$ cat config.mk
export PLATFORM = sky130hd
export DESIGN_NAME = tio_config
export DESIGN_NICKNAME = d
export VERILOG_FILES = /design/src/tio_pkg.sv /design/src/tio_config.sv
export VERILOG_INCLUDE_DIRS = /design/src
export SDC_FILE = /design/constraint.sdc
export NUM_CORES = 1
export LEC_CHECK = 0
export ABC_AREA = 0
export BUFFER_PORTS_ARGS = -buffer_cell sky130_fd_sc_hd__buf_2
export CORE_ASPECT_RATIO = 0.7
export CORE_MARGIN = 2
export CORE_UTILIZATION = 44
export DETAILED_ROUTE_END_ITERATION = 8
export PLACE_DENSITY_LB_ADDON = 0.08
export SYNTH_ARGS = -nofsm -noshare
export SYNTH_HDL_FRONTEND = slang
export SYNTH_SLANG_ARGS = --single-unit
$ cat constraint.sdc
create_clock -name mclk -period 3.2 [get_ports mclk]
set_input_delay 0.32 -clock mclk [delete_from_list [all_inputs] [get_ports mclk]]
set_output_delay 0.32 -clock mclk [all_outputs]
set_load 0.01 [all_outputs]
$ cat src/tio_params.svh
// Register map, field positions, reset values and timing counts for tio
`ifndef TIO_PARAMS_SVH
`define TIO_PARAMS_SVH

// Register offsets (8-bit data address space)
`define TIO_ADDR_CONFIG      8'h81
`define TIO_ADDR_IRQ_STATUS  8'h90
`define TIO_ADDR_IRQ_MASK    8'h91
`define TIO_ADDR_TIMER       8'h92

// Configuration register field positions
`define TIO_BIT_PULLUP_OFF   7
`define TIO_BIT_IRQ_EDGE     6
`define TIO_BIT_CLK_SRC      5
`define TIO_BIT_SRC_EDGE     4
`define TIO_BIT_PS_ASSIGN    3
`define TIO_PS_RATE_MSB      2
`define TIO_PS_RATE_LSB      0

// Interrupt status field positions
`define TIO_IRQ_EXT          0
`define TIO_IRQ_TIMER_OVF    1

// Reset values
`define TIO_RST_CONFIG       8'hff
`define TIO_RST_MASK         8'h00

// Instruction cycle: one tick every N core clocks
`define TIO_INSTR_DIV        4

`endif

$ cat src/tio_pkg.sv
// Types shared by the tio configuration block
package tio_pkg;
   typedef logic [7:0] tio_byte_t;
   typedef logic [2:0] tio_rate_t;
endpackage : tio_pkg

$ cat src/tio_config.sv
// Timer, external interrupt and pull-up configuration register block
`timescale 1ns/1ps
`include "tio_params.svh"

module tio_config #(
   parameter int unsigned PORT_W = 8
) (
   // Clock and reset
   input  wire  logic                mclk,
   input  wire  logic                rst_b,
   // Register port
   input  wire  logic [7:0]          reg_addr,
   input  wire  tio_pkg::tio_byte_t  reg_wdata,
   input  wire  logic                reg_wr,
   input  wire  logic                reg_rd,
   output tio_pkg::tio_byte_t        reg_rdata,
   // Pins (asynchronous)
   input  wire  logic                ext_irq_pin,
   input  wire  logic                timer_ext_clk_pin,
   // Port B latch and pull-up enables
   input  wire  logic [PORT_W-1:0]   port_b_a,
   output logic [PORT_W-1:0]         port_b_pullup_en,
   // Control outputs to watchdog and prescaler
   output logic                      prescaler_assign,
   output tio_pkg::tio_rate_t        prescale_rate,
   output logic                      watchdog_tick,
   // Interrupt
   output logic                      irq
);
   import tio_pkg::*;

   tio_byte_t cfg;
   tio_byte_t irq_status;
   tio_byte_t irq_mask;
   tio_byte_t tick_timer;
   logic      port_b_pullup_off;
   logic      ext_irq_edge_sel;
   logic      timer_clk_src_sel;
   logic      timer_src_edge_sel;
   logic      wr_cfg;
   logic      wr_stat;
   logic      wr_mask;
   logic      wr_tmr;

   // Field view of the configuration register
   assign port_b_pullup_off  = cfg[`TIO_BIT_PULLUP_OFF];
   assign ext_irq_edge_sel   = cfg[`TIO_BIT_IRQ_EDGE];
   assign timer_clk_src_sel  = cfg[`TIO_BIT_CLK_SRC];
   assign timer_src_edge_sel = cfg[`TIO_BIT_SRC_EDGE];
   assign prescaler_assign   = cfg[`TIO_BIT_PS_ASSIGN];
   assign prescale_rate      = cfg[`TIO_PS_RATE_MSB:`TIO_PS_RATE_LSB];

   // Address decode
   assign wr_cfg  = reg_wr && (reg_addr == `TIO_ADDR_CONFIG);
   assign wr_stat = reg_wr && (reg_addr == `TIO_ADDR_IRQ_STATUS);
   assign wr_mask = reg_wr && (reg_addr == `TIO_ADDR_IRQ_MASK);
   assign wr_tmr  = reg_wr && (reg_addr == `TIO_ADDR_TIMER);

   // Configuration register
   always_ff @(posedge mclk or negedge rst_b) begin
      if (!rst_b) begin
         cfg <= `TIO_RST_CONFIG;
      end else if (wr_cfg) begin
         cfg <= reg_wdata;
      end
   end

   // Interrupt mask register
   always_ff @(posedge mclk or negedge rst_b) begin
      if (!rst_b) begin
         irq_mask <= `TIO_RST_MASK;
      end else if (wr_mask) begin
         irq_mask <= reg_wdata;
      end
   end

   // Pull-ups: a global kill overrides every per-pin latch value
   always_comb begin
      for (int i = 0; i < PORT_W; i++) begin
         port_b_pullup_en[i] = !port_b_pullup_off && port_b_a[i];
      end
   end

   // Three-flop chains: two-flop synchroniser plus edge-history stage; first stage is read only by the second
   logic irq_s1;
   logic irq_s2;
   logic irq_s3;
   logic tck_s1;
   logic tck_s2;
   logic tck_s3;
   always_ff @(posedge mclk or negedge rst_b) begin
      if (!rst_b) begin
         irq_s1 <= 1'b0;
         irq_s2 <= 1'b0;
         irq_s3 <= 1'b0;
         tck_s1 <= 1'b0;
         tck_s2 <= 1'b0;
         tck_s3 <= 1'b0;
      end else begin
         irq_s1 <= ext_irq_pin;
         irq_s2 <= irq_s1;
         irq_s3 <= irq_s2;
         tck_s1 <= timer_ext_clk_pin;
         tck_s2 <= tck_s1;
         tck_s3 <= tck_s2;
      end
   end

   // Edge detection on synchronised pins
   logic ext_irq_evt;
   logic ext_clk_evt;
   assign ext_irq_evt = ext_irq_edge_sel ? (irq_s2 && !irq_s3)
                                         : (!irq_s2 && irq_s3);
   assign ext_clk_evt = timer_src_edge_sel ? (!tck_s2 && tck_s3)
                                           : (tck_s2 && !tck_s3);

   // Instruction cycle divider, one-cycle enable pulse
   logic [1:0] div_cnt;
   logic       instr_cycle_clk;
   assign instr_cycle_clk = (div_cnt == 2'(`TIO_INSTR_DIV - 1));
   always_ff @(posedge mclk or negedge rst_b) begin
      if (!rst_b) begin
         div_cnt <= 2'h0;
      end else begin
         div_cnt <= div_cnt + 2'h1;
      end
   end

   // Source selection for the timer count
   logic src_tick;
   assign src_tick = timer_clk_src_sel ? ext_clk_evt : instr_cycle_clk;

   // Shared prescaler: counts source ticks or watchdog cycles
   logic [7:0] ps_cnt;
   logic       ps_out;
   logic       ps_in;
   logic [7:0] ps_top;
   assign ps_in  = prescaler_assign ? instr_cycle_clk : src_tick;
   assign ps_top = 8'((9'h002 << prescale_rate) - 9'h001);
   assign ps_out = ps_in && (ps_cnt == ps_top);
   always_ff @(posedge mclk or negedge rst_b) begin
      if (!rst_b) begin
         ps_cnt <= 8'h00;
      end else if (wr_tmr || wr_cfg) begin
         ps_cnt <= 8'h00; // Reassigning prescaler starts it afresh
      end else if (ps_in) begin
         ps_cnt <= ps_out ? 8'h00 : ps_cnt + 8'h01;
      end
   end

   // Timer tick: bypass prescaler when it belongs to the watchdog
   logic timer_inc;
   assign timer_inc     = prescaler_assign ? src_tick : ps_out;
   assign watchdog_tick = prescaler_assign ? ps_out : instr_cycle_clk;

   // Timer counter
   logic timer_ovf;
   assign timer_ovf = timer_inc && (tick_timer == 8'hff);
   always_ff @(posedge mclk or negedge rst_b) begin
      if (!rst_b) begin
         tick_timer <= 8'h00;
      end else if (wr_tmr) begin
         tick_timer <= reg_wdata;
      end else if (timer_inc) begin
         tick_timer <= tick_timer + 8'h01;
      end
   end

   // Sticky status; set wins over write-one-to-clear
   always_ff @(posedge mclk or negedge rst_b) begin
      if (!rst_b) begin
         irq_status <= 8'h00;
      end else begin
         for (int b = 0; b < 8; b++) begin
            if ((b == `TIO_IRQ_EXT && ext_irq_evt) ||
                (b == `TIO_IRQ_TIMER_OVF && timer_ovf)) begin
               irq_status[b] <= 1'b1;
            end else if (wr_stat && reg_wdata[b]) begin
               irq_status[b] <= 1'b0;
            end
         end
      end
   end

   // Level interrupt
   assign irq = |(irq_status & irq_mask);

   // Read data, one cycle after the strobe; unmapped reads return zero
   always_ff @(posedge mclk or negedge rst_b) begin
      if (!rst_b) begin
         reg_rdata <= 8'h00;
      end else if (reg_rd) begin
         case (reg_addr)
            `TIO_ADDR_CONFIG:     reg_rdata <= cfg;
            `TIO_ADDR_IRQ_STATUS: reg_rdata <= irq_status;
            `TIO_ADDR_IRQ_MASK:   reg_rdata <= irq_mask;
            `TIO_ADDR_TIMER:      reg_rdata <= tick_timer;
            default:              reg_rdata <= 8'h00;
         endcase
      end else begin
         reg_rdata <= 8'h00;
      end
   end
endmodule : tio_config

==> results.py <==
metrics = {
    "cts": {
        "clk_pin_slew_ns": 0.09,
        "cts_tree": "yes",
        "cts_resized": 0,
        "postCtsHoldBufs": 0,
        "cts_buffers": 5,
        "clock-sinks": 50,
        "clk_path_buf_depth": 2,
        "htreeDepth": 2,
        "cts_setup_buffers": 0,
        "clk_latency_ns": 0.30,
        "root_buffer": "clkbuf_8",
    },
    "synth": {
        "yosys.area_share.simple": 0.230,
        "synth_area_per_cell_sq_um": 9.72,
        "synthAdderAreaFrac": 0.0142,
        "synth-seq-cells": 50,
        "netlist_instances": 272,
        "yosys_most_used_dff": "dfrtp_1",
        "ys_types": 46,
        "synth_compound_area_frac": 0.140,
        "synthMuxAreaShare": 0.0914,
        "ys_async_sr_fraction": 1.00,
        "synth_area_sq_um": 2640,
        "synth-seq-area-share": 0.477,
        "synth_top_family_by_area": "simple AND/OR/NAND/NOR gates",
        "ys_warn_count": 0,
        "synth-edff-count": 0,
        "synth-xor-area-share": 0.0166,
        "syn-num-nets": 305,
    },
    "grt": {
        "antenna_found_initial": 0,
        "globalRouteOverflowTotal": 0,
        "grt_pass1_wl_um": 10400,
        "grt_pass1_vias": 1979,
        "grt_max_degree": 37,
        "track_usage": 0.198,
    },
    "sta": {
        "setup_slack_ns": 0.417,
        "period_needed_ns": 2.78,
        "finalCritPeriodShare": 0.870,
        "maxSlewHeadroom": 0.458,
        "setup_viol": 0,
        "fmax_mhz": 359,
        "grt_setup_unrepaired": "no",
        "hold_violations": 0,
        "report.final.slew_viol_count": 0,
        "finalClockSkew_ns": 0.00876,
        "tightest_slew_ns": 0.814,
        "fin_tns_setup_ns": 0,
    },
    "layout": {
        "multi_input_area_sq_um": 1300,
        "nets": 354,
        "drive_above_1_share": 0.298,
        "num_antenna_cells": 0,
        "regArea_sq_um": 1260,
        "n_fill_cell": 552,
        "area_delta_synth_final_pct": 15.7,
    },
    "worst_setup_path": {
        "crit_path_max_fanout": 11,
        "reg2regPathDepth": 6,
        "crit_path_start_kind": "register",
        "rr_startpoint": "cfg[2]$_DFFE_PN1P_",
        "reg2reg_slack_ns": 0.70,
        "arrival_ns": 2.46,
        "worstSetupPathType": "register to output port",
        "critPathBufInv": 1,
        "required_ns": 2.88,
        "crit_path_end_kind": "output port",
        "critPathMaxStageDelay_ns": 0.64,
        "timing.rr.end": "tick_timer[7]$_DFFE_PN0P_",
        "cp_slowest_cell": "dfstp_2",
        "crit_path_cell_trace": "nand2_1, or4b_1, a32oi_2, o311ai_2, a21boi_0, buf_2",
        "cpLargestDelayFamily": "compound AO/OA/AOI/OAI gates",
    },
    "routing": {
        "routed-via-count": 2161,
        "postRouteAntennaNets": 0,
        "drc": 0,
        "vias_per_cell": 5.44,
        "routedWlPerCell_um": 15.8,
        "drt_iter0_markers": 152,
        "routed_wl_um": 6270,
        "dr.pass1.iters": 4,
    },
    "placed_design": {
        "place_ws_ns": 0.694,
        "dpl.hpwl_um": 4590,
        "place.gp.congestion": 0.768,
        "port_buffers": 51,
    },
    "die": {
        "die_w_um": 96.6,
        "ioPinCount": 52,
        "core_area_sq_um": 5760,
        "die_h_um": 68.8,
        "num_rows": 23,
        "die_area_sq_um": 6650,
        "initial_core_util": 0.459,
    },
    "power": {
        "p_leak_nw": 1.37,
        "irDropWorstVdd_v": 0.000249,
        "p_per_area_nw_per_um2": 527,
    },
    "run_status": {
        "status": "completed",
    },
    "flow_run": {
        "drv_cap": 0,
    },
    "worst_hold_path": {
        "hp-class": "input pin to async pin",
    },
}
## synthesized netlist by cell type (4+ instances only)
cell | n | area share
dfrtp_1 | 42 | 0.40
nor2_1 | 33 | 0.047
nand2_1 | 31 | 0.044
a21oi_1 | 21 | 0.040
mux2_2 | 17 | 0.072
nand3_1 | 12 | 0.023
nor2b_1 | 11 | 0.026
dfstp_2 | 8 | 0.080
a22oi_1 | 7 | 0.020
o22ai_1 | 6 | 0.014
buf_4 | 5 | 0.014
clkbuf_1 | 5 | 0.0071
mux2i_1 | 5 | 0.019
a31oi_1 | 4 | 0.0095
and2_1 | 4 | 0.0095
nor3_1 | 4 | 0.0076
o21ai_0 | 4 | 0.0076
or2_2 | 4 | 0.0095
xnor2_1 | 4 | 0.013
## cell families after synthesis
group                      count (synthesis)
DFF                                       50
muxes                                     22
AOI/OAI and AO/OA                         55
xor gates and xnor gates                   5
buffers and inverters                     16
adders and majority gates                  3
and+or+nand+nor                          121
## worst register-to-register path, delay by kind of cell, from the launching register on
kind | cells | cell delay (ns)
and+or+nand+nor | 3 | 1.09
AOI/OAI and AO/OA | 3 | 0.71
DFF | 1 | 0.64
## layout make-up
| class | instances | area share |
|---|---|---|
| multi-input combinational | 206 | 0.425 |
| sequential | 50 | 0.412 |
| timing repair buffer | 55 | 0.0933 |
| tap | 75 | 0.0307 |
| clock buffer | 7 | 0.0250 |
| clock inverter | 1 | 0.00982 |
| inverter | 3 | 0.00368 |
## worst max path at each step
stage                             from                        end  depth (start not counted)
floorplan           cfg[2]$_DFFE_PN1P_              watchdog_tick                          6
global placement    cfg[2]$_DFFE_PN1P_  tick_timer[7]$_DFFE_PN0P_                          6
detailed placement  cfg[2]$_DFFE_PN1P_  tick_timer[7]$_DFFE_PN0P_                          6
CTS                 cfg[2]$_DFFE_PN1P_              watchdog_tick                          6
global route        cfg[2]$_DFFE_PN1P_              watchdog_tick                          6
finish              cfg[2]$_DFFE_PN1P_              watchdog_tick                          6
## placed cells by master (no fill, tap or decap), types with 4 or more instances in the layout
cell and n:
a21oi_1 21, a22oi_1 7, a31oi_1 4, and2_1 4, buf_2 51, buf_4 4
clkbuf_8 5, dfrtp_1 42, dfstp_2 8, mux2_2 17, mux2i_1 5, nand2_1 31
nand3_1 12, nor2_1 33, nor2b_1 11, nor3_1 4, o21ai_0 4, o22ai_1 6
or2_2 4, xnor2_1 4
## through the flow
step                total power [mW]  cell area, sq um  hold slack [ns]   util  cells
floorplan                       1.06              2640           0.0244      -    272
global placement                1.16              2950            0.332  0.513    389
detailed placement              1.18              2950            0.336  0.513    389
CTS                             1.62              3060            0.112  0.531    397
global route                    1.70              3060            0.103  0.531    397
finish                          1.61              3060           0.0997  0.531    397
## sequential cells by signal, indices dropped and copies added, names as in the netlist
signal and flops:
tck_s3 1, div_cnt 2, irq_s1 1, irq_mask 8
irq_s2 1, cfg 8, reg_rdata 8, ps_cnt 8
irq_s3 1, tck_s1 1, tck_s2 1, irq_status 2
tick_timer 8
## where the power goes
part	total (mW)	leakage, nW	switching (mW)	internal (mW)
logic	0.349	0.716	0.185	0.164
registers	0.816	0.603	0.105	0.711
clock network	0.446	0.0524	0.212	0.234
total	1.61	1.37	0.503	1.11
## per-layer routing
| layer | vias up | part of all wire | track usage |
|---|---|---|---|
| met4 | 0 | 0.0069 | 0.0458 |
| li1 | 1068 | - | - |
| met5 | - | 0 | 0 |
| met2 | 75 | 0.40 | 0.291 |
| met3 | 6 | 0.062 | 0.0514 |
| met1 | 1012 | 0.53 | 0.294 |
Note: power is estimated with default switching activity, not from simulation.
